[config.mk]
export PLATFORM = sky130hd
export DESIGN_NAME = selftest_fault_reporter
export DESIGN_NICKNAME = d
export VERILOG_FILES = /design/src/verilog/selftest_pkg.sv /design/src/verilog/selftest_fault_reporter.sv
export VERILOG_INCLUDE_DIRS = /design/src /design/src/verilog
export SDC_FILE = /design/constraint.sdc
export NUM_CORES = 1
export LEC_CHECK = 0
export ABC_CLOCK_PERIOD_IN_PS = 940
export BUFFER_PORTS_ARGS = -buffer_cell sky130_fd_sc_hd__buf_2
export CAP_MARGIN = 25
export CORE_AREA = 2 2 66 68
export DETAILED_ROUTE_END_ITERATION = 12
export DIE_AREA = 0 0 68 70
export PLACE_DENSITY = 0.83
export RECOVER_POWER = 100
export SLEW_MARGIN = 20
export SYNTH_ARGS = -nofsm -noshare
export SYNTH_HDL_FRONTEND = slang
export SYNTH_SLANG_ARGS = --single-unit
[constraint.sdc]
create_clock -name MCLK -period 0.94 [get_ports MCLK]
set_input_delay 0 -clock MCLK [delete_from_list [all_inputs] [get_ports MCLK]]
set_output_delay 0 -clock MCLK [all_outputs]
set_load 0.005 [all_outputs]
[src/verilog/selftest_consts.svh]
// Offsets, field positions, codes, lamp patterns and last test numbers of the self-test phases.
`ifndef SELFTEST_CONSTS_SVH
`define SELFTEST_CONSTS_SVH
`define INIT_POLL_OFFSET 4'h0
`define PORT_STATUS_OFFSET 4'h2
`define STATUS_FATAL_BIT 15
`define STATUS_PHASE1_BIT 14
`define STATUS_PHASE2_BIT 13
`define CODE_NO_INFO 8'h00
`define CODE_PKT_READ 8'h01
`define CODE_PKT_WRITE 8'h02
`define CODE_CTRL_RAM 8'h04
`define CODE_CTRL_CHECKSUM 8'h05
`define CODE_RING_READ 8'h06
`define CODE_RING_WRITE 8'h07
`define CODE_HOST_TIMEOUT 8'h09
`define CODE_CMD_OVERFLOW 8'h0a
`define CODE_DMA_FAIL 8'h0b
`define CODE_CTRL_FATAL 8'h0c
`define CODE_BAD_CONN_ID 8'h0e
`define CODE_INIT_SEQ 8'h13
`define LAMPS_OFF 3'h0
`define LAMPS_PRETEST_PASS 3'h4
`define LAMPS_FATAL 3'h7
`define LAMPS_CPU_FAIL 3'h1
`define LAMPS_BUSCHIP_FAIL 3'h2
`define LAMPS_IDLE 3'h4
`define LAMPS_BUFFER_FAIL 3'h3
`define LAMPS_ADAPTER_FAIL 3'h5
`define LAMPS_PROM_FAIL 3'h6
`define PHASE1_LAST 3'h1
`define PHASE2_LAST 3'h5
`endif

[src/verilog/selftest_pkg.sv]
// Types shared by the self-test sequencer and its bench.
package selftest_pkg;
  typedef enum logic [2:0] {
    ST_PHASE1 = 3'h0,
    ST_AWAIT_INIT = 3'h1,
    ST_PHASE2 = 3'h2,
    ST_RUNNING = 3'h3,
    ST_HALTED = 3'h4,
    ST_FATAL = 3'h5
  } state_e;
  typedef enum logic [2:0] {
    TEST_CPU = 3'h0,
    TEST_BUSCHIP = 3'h1,
    TEST_BUFFER = 3'h2,
    TEST_ADAPTER = 3'h3,
    TEST_REFRESH = 3'h4,
    TEST_PROM = 3'h5
  } test_id_e;
  typedef enum logic [3:0] {
    FK_NO_INFO = 4'h0,
    FK_PKT_READ = 4'h1,
    FK_PKT_WRITE = 4'h2,
    FK_RING_READ = 4'h3,
    FK_RING_WRITE = 4'h4,
    FK_HOST_TIMEOUT = 4'h5,
    FK_CMD_OVERFLOW = 4'h6,
    FK_DMA_FAIL = 4'h7,
    FK_BAD_CONN_ID = 4'h8,
    FK_INIT_SEQ = 4'h9,
    FK_CTRL_FATAL = 4'ha
  } fault_kind_e;
  typedef struct packed {
    logic wr;
    logic rd;
    logic [3:0] offset;
    logic [15:0] wdata;
  } reg_access_s;
  typedef struct packed {
    logic done;
    logic fail;
  } test_result_s;
endpackage : selftest_pkg

[src/verilog/selftest_fault_reporter.sv]
// Power-up self-test sequencer, lamp driver and fatal code reporter.
`timescale 1ns/100ps
`include "selftest_consts.svh"

// Overview of operation
// - Restart phase one on reset, init, poll write.
// - Phase one pass lights pretest pass lamp.
// - Diagnostic lamp codes only with switch on.
// - Diagnostic mode halts, holds failing test code.
// - Distinct patterns: processor, bus chip, idle.
// - Patterns for buffer, adapter, PROM; off passes.
// - Phase two runs during host initialization.
// - Initialization errors reported in status register.
// - Fatal lights all lamps, code in low byte.
// - Codes 1, 2, 6 for packet read, packet write, ring read.
// - Code 7 for ring envelope write error.
// - Codes 4, 5, 14 for self-test failures.
// - Code 11 for host timeout.
// - Code 12 command overflow, 13 DMA failure.
// - Codes 16, 23, 0 for connection, init, none.
// - Any init/poll write forces hard initialization.
module selftest_fault_reporter (
  // Clock and reset.
  input wire logic MCLK,
  input wire logic RST_B,
  // System bus initialization pulse and diagnostic switch level.
  input wire logic BUS_INIT,
  input wire logic DIAG_DISPLAY_SWITCH,
  // Word register access from the host.
  input wire selftest_pkg::reg_access_s REG_ACCESS,
  output logic [15:0] REG_RDATA,
  // Host initialization sequence has begun.
  input wire logic HOST_INIT_START,
  // Test engine handshake.
  output logic TEST_REQ,
  output selftest_pkg::test_id_e TEST_ID,
  input wire selftest_pkg::test_result_s TEST_RESULT,
  // Fatal fault report from the running server.
  input wire logic FAULT_VALID,
  input wire selftest_pkg::fault_kind_e FAULT_KIND,
  // Lamps {pretest pass lamp, lamp 2, lamp 1} and processor halt.
  output logic [2:0] LAMPS,
  output logic CPU_HALT
);

  logic rst_meta;
  logic rst_sync;
  selftest_pkg::state_e state;
  selftest_pkg::state_e next_state;
  selftest_pkg::test_id_e test_id;
  selftest_pkg::test_id_e next_test_id;
  logic test_req;
  logic next_test_req;
  logic busy;
  logic next_busy;
  logic diag_mode;
  logic next_diag_mode;
  logic [2:0] lamps;
  logic [2:0] next_lamps;
  logic [7:0] code;
  logic [7:0] next_code;
  logic fatal;
  logic next_fatal;
  logic phase1_done;
  logic next_phase1_done;
  logic phase2_done;
  logic next_phase2_done;
  logic [15:0] rdata;
  logic [15:0] next_rdata;
  logic cpu_halt;
  logic next_cpu_halt;
  logic restart;
  logic [7:0] fault_code;
  logic [7:0] test_code;
  logic [2:0] test_lamps;

  // Reset is released through two flip-flops.
  always_ff @(posedge MCLK or negedge RST_B) begin
    if (!RST_B) begin
      rst_meta <= 1'b0;
      rst_sync <= 1'b0;
    end else begin
      rst_meta <= 1'b1;
      rst_sync <= rst_meta;
    end
  end

  // A bus init or any word written to the poll register restarts.
  assign restart = BUS_INIT | (REG_ACCESS.wr &
    (REG_ACCESS.offset == `INIT_POLL_OFFSET));

  // Running faults map onto the fatal codes posted to the host.
  always_comb begin
    case (FAULT_KIND)
      selftest_pkg::FK_PKT_READ: fault_code = `CODE_PKT_READ;
      selftest_pkg::FK_PKT_WRITE: fault_code = `CODE_PKT_WRITE;
      selftest_pkg::FK_RING_READ: fault_code = `CODE_RING_READ;
      selftest_pkg::FK_RING_WRITE: fault_code = `CODE_RING_WRITE;
      selftest_pkg::FK_HOST_TIMEOUT: fault_code = `CODE_HOST_TIMEOUT;
      selftest_pkg::FK_CMD_OVERFLOW: fault_code = `CODE_CMD_OVERFLOW;
      selftest_pkg::FK_DMA_FAIL: fault_code = `CODE_DMA_FAIL;
      selftest_pkg::FK_BAD_CONN_ID: fault_code = `CODE_BAD_CONN_ID;
      selftest_pkg::FK_INIT_SEQ: fault_code = `CODE_INIT_SEQ;
      selftest_pkg::FK_CTRL_FATAL: fault_code = `CODE_CTRL_FATAL;
      default: fault_code = `CODE_NO_INFO;
    endcase
  end

  // Each test maps to a diagnostic lamp code and a fatal code; buffer and refresh share both.
  always_comb begin
    case (test_id)
      selftest_pkg::TEST_CPU: begin
        test_lamps = `LAMPS_CPU_FAIL;
        test_code = `CODE_CTRL_FATAL;
      end
      selftest_pkg::TEST_BUSCHIP: begin
        test_lamps = `LAMPS_BUSCHIP_FAIL;
        test_code = `CODE_CTRL_FATAL;
      end
      selftest_pkg::TEST_BUFFER, selftest_pkg::TEST_REFRESH: begin
        test_lamps = `LAMPS_BUFFER_FAIL;
        test_code = `CODE_CTRL_RAM;
      end
      selftest_pkg::TEST_ADAPTER: begin
        test_lamps = `LAMPS_ADAPTER_FAIL;
        test_code = `CODE_CTRL_FATAL;
      end
      default: begin
        test_lamps = `LAMPS_PROM_FAIL;
        test_code = `CODE_CTRL_CHECKSUM;
      end
    endcase
  end

  // Sequencer next state, lamps, status word and test handshake.
  always_comb begin
    next_state = state;
    next_test_id = test_id;
    next_test_req = 1'b0;
    next_busy = busy;
    next_diag_mode = diag_mode;
    next_lamps = lamps;
    next_code = code;
    next_fatal = fatal;
    next_phase1_done = phase1_done;
    next_phase2_done = phase2_done;
    if (restart) begin
      // Switch is taken only here, so a change needs a restart.
      next_diag_mode = DIAG_DISPLAY_SWITCH;
      next_state = selftest_pkg::ST_PHASE1;
      next_test_id = selftest_pkg::TEST_CPU;
      next_test_req = 1'b1;
      next_busy = 1'b1;
      next_lamps = `LAMPS_OFF;
      next_code = `CODE_NO_INFO;
      next_fatal = 1'b0;
      next_phase1_done = 1'b0;
      next_phase2_done = 1'b0;
      if (FAULT_VALID) begin
        // A fault in the restart cycle is kept rather than lost.
        next_state = selftest_pkg::ST_FATAL;
        next_test_req = 1'b0;
        next_busy = 1'b0;
        next_fatal = 1'b1;
        next_code = fault_code;
        next_lamps = `LAMPS_FATAL;
      end
    end else begin
      case (state)
        selftest_pkg::ST_PHASE1, selftest_pkg::ST_PHASE2: begin
          if (busy && TEST_RESULT.done) begin
            next_busy = 1'b0;
            if (TEST_RESULT.fail) begin
              if (diag_mode) begin
                next_state = selftest_pkg::ST_HALTED;
                next_lamps = test_lamps;
              end else begin
                next_state = selftest_pkg::ST_FATAL;
                next_lamps = `LAMPS_FATAL;
              end
              next_fatal = 1'b1;
              next_code = test_code;
            end else if (state == selftest_pkg::ST_PHASE1 &&
                         test_id == `PHASE1_LAST) begin
              next_state = selftest_pkg::ST_AWAIT_INIT;
              next_phase1_done = 1'b1;
              // The idle pattern is the third lamp alone in both modes.
              next_lamps = `LAMPS_PRETEST_PASS;
            end else if (test_id == `PHASE2_LAST) begin
              next_state = selftest_pkg::ST_RUNNING;
              next_phase2_done = 1'b1;
              next_lamps = `LAMPS_OFF;
            end else begin
              next_test_id = selftest_pkg::test_id_e'(test_id + 3'h1);
              next_test_req = 1'b1;
              next_busy = 1'b1;
            end
          end
        end
        selftest_pkg::ST_AWAIT_INIT: begin
          if (HOST_INIT_START) begin
            next_state = selftest_pkg::ST_PHASE2;
            next_test_id = selftest_pkg::TEST_BUFFER;
            next_test_req = 1'b1;
            next_busy = 1'b1;
          end
        end
        default: begin
        end
      endcase
      // First fatal fault wins; later ones leave code and lamps alone.
      if (FAULT_VALID && !next_fatal) begin
        next_state = selftest_pkg::ST_FATAL;
        next_test_req = 1'b0;
        next_busy = 1'b0;
        next_fatal = 1'b1;
        next_code = fault_code;
        next_lamps = `LAMPS_FATAL;
      end
    end
    // The halt output follows the halted state from its own flip-flop.
    next_cpu_halt = (next_state == selftest_pkg::ST_HALTED);
  end

  // Status word read data; the poll register reads as zero.
  always_comb begin
    next_rdata = rdata;
    if (REG_ACCESS.rd) begin
      next_rdata = 16'h0000;
      if (REG_ACCESS.offset == `PORT_STATUS_OFFSET) begin
        next_rdata[`STATUS_FATAL_BIT] = fatal;
        next_rdata[`STATUS_PHASE1_BIT] = phase1_done;
        next_rdata[`STATUS_PHASE2_BIT] = phase2_done;
        next_rdata[7:0] = code;
      end
    end
  end

  // Register all sequencer state.
  always_ff @(posedge MCLK or negedge rst_sync) begin
    if (!rst_sync) begin
      state <= selftest_pkg::ST_PHASE1;
      test_id <= selftest_pkg::TEST_CPU;
      test_req <= 1'b1;
      busy <= 1'b1;
      diag_mode <= 1'b0;
      lamps <= `LAMPS_OFF;
      code <= `CODE_NO_INFO;
      fatal <= 1'b0;
      phase1_done <= 1'b0;
      phase2_done <= 1'b0;
      rdata <= 16'h0000;
      cpu_halt <= 1'b0;
    end else begin
      state <= next_state;
      test_id <= next_test_id;
      test_req <= next_test_req;
      busy <= next_busy;
      diag_mode <= next_diag_mode;
      lamps <= next_lamps;
      code <= next_code;
      fatal <= next_fatal;
      phase1_done <= next_phase1_done;
      phase2_done <= next_phase2_done;
      rdata <= next_rdata;
      cpu_halt <= next_cpu_halt;
    end
  end

  // Outputs come straight from the flip-flops.
  assign REG_RDATA = rdata;
  assign TEST_REQ = test_req;
  assign TEST_ID = test_id;
  assign LAMPS = lamps;
  assign CPU_HALT = cpu_halt;

endmodule : selftest_fault_reporter

==> results.md, run 1 <==
- Status: complete, but fails checks
- Failing checks: negative setup slack
- CP Launch Type: flip-flop
- Design Power: 3570 µW
- Number of CTS-inserted buffers: 5
- # rows: 24
- Chip width: 68 µm
- # fillers: around 300
- Placed instance area: 0.00233 mm²
- RSZ-0062 raised after global routing: yes
- Starting density of the core: a little over two fifths
- Clock power share: roughly a third
- Yosys top cell area share: between 40% and 50%
- Setup Skew: 0.00665 ns
- Final instance area: between 0.002 and 0.003 mm²
- Sequential fraction of the synthesis area: 43.2%
- Most frequent CP cell: buf_6
- CP Data Required Time: between 1 and 1.5 ns
- Synth top area cells: dfrtp_1 40%, inv_1 4.2%, buf_4 3.7%
- Type of the worst setup path: reg -> reg
- Initial antenna violation count: 0
- Max Cap Violations: 0
- Hold crit path type: in -> async
- Net Sw Frac: ~29%
- H-tree depth: 2
- Final Routed Wirelength: 5540 µm
- Full die area: about 0.0048 mm²
- Yosys reg bits: 31
- Static Leakage: between 0.001 and 0.0015 µW
- Syn Inst Count: 192
- Wire per inst: approximately 17 µm
- Yosys Warn Count: 0
- FF-to-FF Start: busy$_DFFE_PN1P_
- Dpl cells: ~310
- R2R Path End: code[0]$_DFFE_PN0P_
- Dpl hpwl: approximately 3500 µm
- Multi-input gate area: 0.00108 mm²
- Reg power frac: a little over two fifths
- Reg clk slew, reported paths: 0.07 ns
- CTS Sinks: 31
- IO Pins: between 50 and 60
- Fmax: approximately 0.64 GHz
- Synthesized area: about 0.0018 mm²
- Root buffer cell: clkbuf_8
- Via Count: approximately 1,800
- Slew Viols, Final: 0
- Endpoints failing hold: 0
- CP cell instances: and4bb_1, buf_6, buf_6, a21oi_4, o211ai_1, a21oi_2
- Int Pwr: 2550 µW
- Vias in the first global route: between 1,500 and 2,000
- Worst-skew pair later-pin latency: 0.29 ns
- Largest area contributor in the netlist: dfrtp_1
- Core area: about 0.0041 mm²
- Die span in y: around 70 µm
- Switching power: 1030 µW
- Nets: between 300 and 400
- Crit Path Max Fanout: 5
- Minimum clock period: around 1.6 ns
- FFs w/ async S/R, synth: 100%
- Share of cells above drive strength 1: around half
- R2r setup slk: -0.61 ns
- Final worst-path cycle share: 165%
- Critical path arrival: about 1.7 ns
- Pwr dens: 1290 mW/mm²
- CP max stage cell: dfstp_2
- Layout Utilization: roughly 67%
- CTS tree: yes
- Final WS setup: -0.613 ns
- Clock tree buffer depth: 2
- Main synth FF type: dfrtp_1
- DRT iter0 DRCs: approximately 140
- First-pass GRT wire length: between 8000 and 9000 µm
- Post-route ant nets: 0
- Maximum number of pins on one net before global-route repair: 30
- CP peak stage delay: about 0.56 ns
- Via-per-instance ratio: around 5.5
- EDFF count, synth: 0
- ANT cells: 0
- Layout area overhead: 53.2%
- Grt ovf: 0
- Total track usage: 23.6%
- Final setup viols: 24
- PortBufs: 33
- Drc violations: 0
- Syn_area_per_cell: 9.39 µm²
- R2r worst-path depth: 6
- VDD IR max: between 0.9 and 1 mV
- 1st-pass router iterations: 4
- Final std cells w/o fill: 334
- Crit. End Element: flip-flop
- Combinational share of power: roughly a quarter
- Seq. cell area: between 700 and 800 µm²
- Distinct cells, synth: 50
- Placer's final routability congestion estimate: just over 0.9
[power groups by stage]
stage | combinational [µW] | sequential, µW | clock (µW)
finish | 898 | 1490 | 1180
global route | 971 | 1500 | 1270
CTS | 816 | 1480 | 1190
detailed placement | 726 | 1510 | 0
global placement | 705 | 1500 | 0
floorplan | 381 | 1530 | 0
[cells in the final DEF, fill, tap and decap left out, drive strengths merged, types with 4 or more instances in the layout]
cell,synthesis,routed
nor2b,5,5
dlygate4sd3,0,4
nand2,13,13
dfrtp,29,29
clkbuf,2,12
a21oi,12,12
ha,5,5
a21o,4,4
conb,2,9
inv,20,20
o22ai,6,6
o21ai,13,13
buf,14,82
nand2b,9,9
nor2,10,10
nor3,4,4
[worst max-delay path: cells and delay by family, from the launching register on]
kind	cells	cell delay, ns
buffers and inverters	2	0.27
AND/OR/NAND/NOR	1	0.22
AO/OA/AOI/OAI	3	0.37
flip-flops	1	0.56
[logic make-up after synthesis]
family / after synthesis / share of synthesized area [%]
muxes: 2 / 1.25
other: 2 / 0.417
AOI/OAI and AO/OA: 61 / 24.2
adders and majority gates: 5 / 3.47
DFF: 31 / 43.2
buffers and inverters: 36 / 10.1
and+or+nand+nor: 55 / 17.5
[flip-flops by register name, summed over array words and instances (netlist names), 3 cells and up]
name / flops
code: 5
TEST_ID: 3
state: 3
REG_RDATA: 8
LAMPS: 3
[metrics by stage]
stage | TNS [ns] | hold slack [ns] | setup slack (ns)
final | -10.94 | 0.0239 | -0.613
after global routing | -12.34 | 0.0419 | -0.693
after CTS | -10.36 | 0.0227 | -0.593
after detailed placement | -11.33 | -0.214 | -0.655
after global placement | -10.17 | -0.215 | -0.603
after floorplan | -8.79 | -0.296 | -0.643
[timing repair]
item                                    in CTS  in global routing
endpoints found under the hold margin        7                  0
pin swaps                                   17                 11
setup buffers                                8                  5
resized for setup                           30                 20
endpoints found under the setup margin      23                 24
cloned                                       0                  0
hold buffers                                 4                  0
[routing by layer]
layer,vias up,part of all wire (%),global-route usage (%)
met3,24,5.5,5.64
met4,0,3.8,10.7
met5,-,0,0
li1,841,-,-
met1,895,39,28.1
met2,76,52,39.2
[synth_stat cells (2+ instances only)]
master / count
a31oi_1: 2
mux2_2: 2
nor2b_1: 5
a211oi_1: 3
a211o_1: 3
conb_1: 2
buf_4: 9
a2bb2oi_1: 2
o211ai_1: 2
nor4_1: 3
o21ai_0: 12
nand2_1: 13
buf_2: 4
dfstp_2: 2
o22ai_1: 6
nand2b_1: 9
dfrtp_1: 29
nor3_1: 3
a21o_1: 4
nand3_1: 3
a21oi_1: 11
clkbuf_1: 2
nor2_1: 8
nor2_2: 2
a41oi_1: 2
a32o_1: 2
inv_1: 20
ha_1: 5
[worst max-delay path by stage]
stage / startpoint / end / slack, ns / cells past startpoint
after floorplan: TEST_ID[1]$_DFFE_PN0P_ / CPU_HALT$_DFF_PN0_ / -0.64 / 7
after global placement: TEST_ID[1]$_DFFE_PN0P_ / CPU_HALT$_DFF_PN0_ / -0.60 / 6
after detailed placement: TEST_ID[0]$_DFFE_PN0P_ / LAMPS[1]$_DFFE_PN0P_ / -0.65 / 6
after CTS: TEST_ID[0]$_DFFE_PN0P_ / code[3]$_DFFE_PN0P_ / -0.59 / 6
after global routing: TEST_ID[1]$_DFFE_PN0P_ / CPU_HALT$_DFF_PN0_ / -0.69 / 6
final: busy$_DFFE_PN1P_ / code[0]$_DFFE_PN0P_ / -0.61 / 6
[layout make-up]
| class | count | share of cell area [%] |
|---|---|---|
| clock buffers | 7 | 3.49 |
| clock inverters | 1 | 0.272 |
| inverters | 20 | 2.72 |
| multi-input cells | 132 | 39.0 |
| flip-flops and latches | 31 | 28.3 |
| well taps | 52 | 2.36 |
| repair buffers | 91 | 23.9 |
No activity file was read; power rests on OpenSTA's default activity.
==> inputs of run 2 (changes only) <==
- PLACE_DENSITY: 0.83 -> default
- PLACE_DENSITY_LB_ADDON: default -> 0.08
==> results.md, run 2 (synthesis gave the netlist of run 1 again) <==
- Max Cap Violations: 0 (unchanged)
- Placer's final routability congestion estimate: 0.881 (-5.1%)
- Combinational share of power: 23.7% (-1.4 points)
- Grt ovf: 0 (unchanged)
- Reg power frac: 39.7% (-2.1 points)
- 1st-pass router iterations: 4 (unchanged)
- ANT cells: 0 (unchanged)
- Final setup viols: 22 (-8.3%)
- R2r worst-path depth: 6 (unchanged)
- CTS tree: yes
- Fmax: 0.619 GHz (-3.9%)
- H-tree depth: 2 (unchanged)
- Final worst-path cycle share: 172% (+6.7 points)
- Worst-skew pair later-pin latency: 0.28 ns (about the same)
- Full die area: 0.00476 mm² (unchanged)
- Most common cell after layout, fill and taps aside: buf_4
- Int Pwr: 2730 µW (+7.0%)
- # fillers: 374 (+26%)
- Share of cells above drive strength 1: 48.2% (-0.72 points)
- Endpoints failing hold: 0 (unchanged)
- Count of buffer and inverter cells on the critical path: 1 (-1)
- Vias in the first global route: 1,825 (-1.2%)
- Nets: 318 (-0.63%)
- Drc violations: 0 (unchanged)
- Type of the worst setup path: reg -> reg
- Dpl hpwl: 3750 µm (+5.8%)
- Pwr dens: 1370 mW/mm² (+5.9%)
- Hold path depth: 2
- DRT iter0 DRCs: 74 (-49%)
- Most frequent cells in the layout: 45 x buf_4, 28 x dfrtp_1, 26 x buf_2
- Static Leakage: 0.00127 µW (+0.15%)
- Layout Utilization: 65.9% (-0.79 points)
- Root buffer cell: clkbuf_8
- Minimum clock period: 1.62 ns (+0.0627 ns)
- Clock tree buffer depth: 2 (unchanged)
- Switching power: 1010 µW (-1.3%)
- Cell family with the largest share of critical-path delay: compound AO/OA/AOI/OAI gates
- CTS Sinks: 31 (unchanged)
- Crit Path Max Fanout: 4 (-1)
- Wire per inst: 15.9 µm (-4.0%)
- IO Pins: 58 (unchanged)
- Final WS setup: -0.676 ns (-0.0627 ns)
- Chip width: 68 µm (unchanged)
- Crit. End Element: flip-flop
- Critical path arrival: 1.77 ns (+0.05 ns)
- Initial antenna violation count: 0 (unchanged)
- Post-route ant nets: 0 (unchanged)
- CP cell instances: inv_2, ha_1, o21ba_4, a211o_1, a211oi_2, o22ai_1
- CP peak stage delay: 0.42 ns (-0.14 ns)
- Status: complete, but fails checks
- Worst path depth: 6 (unchanged)
- Net Sw Frac: 27.1% (-1.6 points)
- First-pass GRT wire length: 8690 µm (+3.6%)
- Setup Skew: 0.00834 ns (+0.00169 ns)
- CP Data Required Time: 1.10 ns (about the same)
- PortBufs: 33 (unchanged)
- CP Launch Type: flip-flop
- VDD IR max: 0.926 mV (-3.5%)
- Starting density of the core: 43.5% (unchanged)
- CP max stage cell: dfrtp_2
- RSZ-0062 raised after global routing: yes
- Total track usage: 24.1% (+0.57 points)
- Final Routed Wirelength: 5290 µm (-4.6%)
- TNS Setup: -10.72 ns (+0.216 ns)
- Layout area overhead: 51.4%
- Die span in y: 70 µm (unchanged)
- Number of CTS-inserted buffers: 5 (unchanged)
- Clock power share: 36.6% (+3.5 points)
- Failing checks: negative setup slack
- R2r setup slk: -0.68 ns (-0.06 ns)
- Via Count: 1,764 (-3.9%)
- Maximum number of pins on one net before global-route repair: 30 (unchanged)
- Via-per-instance ratio: 5.31 (-3.3%)
- Slew Viols, Final: 0 (unchanged)
- # rows: 24 (unchanged)
- Core area: 0.00414 mm² (unchanged)
- Hold crit path type: in -> reg
- Reg clk slew, reported paths: 0.07 ns (about the same)
- Max reg flops: 8 (unchanged)
[run 2: cell count changes in the layout (fill, tap and decap cells not counted), moves of 2 or more]
cell	change
dlygate4sd3_1	-2
buf_2	-2
ha_1	+2
a21oi_2	+2
nor2_2	-3
buf_6	-6
clkbuf_1	+4
nor2_4	+2
buf_4	+4
[run 2: timing repair]
action                     4_1_cts  5_1_grt
pin swaps                       13       14
resized for setup               27       16
hold buffers                     2        0
hold endpoints to repair         3        0
setup buffers                    5        4
setup endpoints to repair       21       23
[run 2: final cells by class]
type	instances	area, µm²	share of cell area (%)
well taps	52	65.1	2.38
repair buffers	89	621	22.7
multi-input cells	132	1070	39.3
inverters	20	75.1	2.75
clock inverters	2	35.0	1.28
flip-flops and latches	31	779	28.6
clock buffers	6	82.6	3.02
[run 2: power groups by stage]
| stage | Clock, µW | Combinational [µW] | Sequential (µW) |
|---|---|---|---|
| after floorplan | 0 | 381 | 1530 |
| after global placement | 0 | 715 | 1500 |
| after detailed placement | 0 | 734 | 1500 |
| after CTS | 1390 | 820 | 1480 |
| after global routing | 1460 | 959 | 1490 |
| final | 1370 | 886 | 1480 |
[run 2: worst paths after layout]
path | startpoint | endpoint
worst max-delay path | TEST_ID[0]$_DFFE_PN0P_ | LAMPS[1]$_DFFE_PN0P_
worst min-delay path | REG_ACCESS[20] | REG_RDATA[3]$_DFFE_PN0P_
worst max register to register | TEST_ID[0]$_DFFE_PN0P_ | LAMPS[1]$_DFFE_PN0P_
worst min register to register | rst_sync$_DFF_PN0_ | TEST_ID[2]$_DFFE_PN0P_
max in group asynchronous | rst_sync$_DFF_PN0_ | TEST_REQ$_DFF_PN1_
min in group asynchronous | RST_B | rst_meta$_DFF_PN0_
[run 2: stage by stage]
stage	setup slack [ns]	power, µW	hold slack [ns]	cell area (µm²)	cells
after floorplan	-0.643	1910	-0.296	1880	199
after global placement	-0.625	2220	-0.216	2350	313
after detailed placement	-0.695	2240	-0.213	2350	313
after CTS	-0.622	3690	0.00369	2640	328
after global routing	-0.731	3910	0.0139	2730	332
final	-0.676	3740	0.00709	2730	332
[run 2: routing by layer]
metal	global-route usage, %	vias up	wire length [µm]
li1	-	833	-
met1	30.3	891	2230
met2	40.5	30	2800
met3	5.64	10	149
met4	7.11	0	100
met5	0	-	0
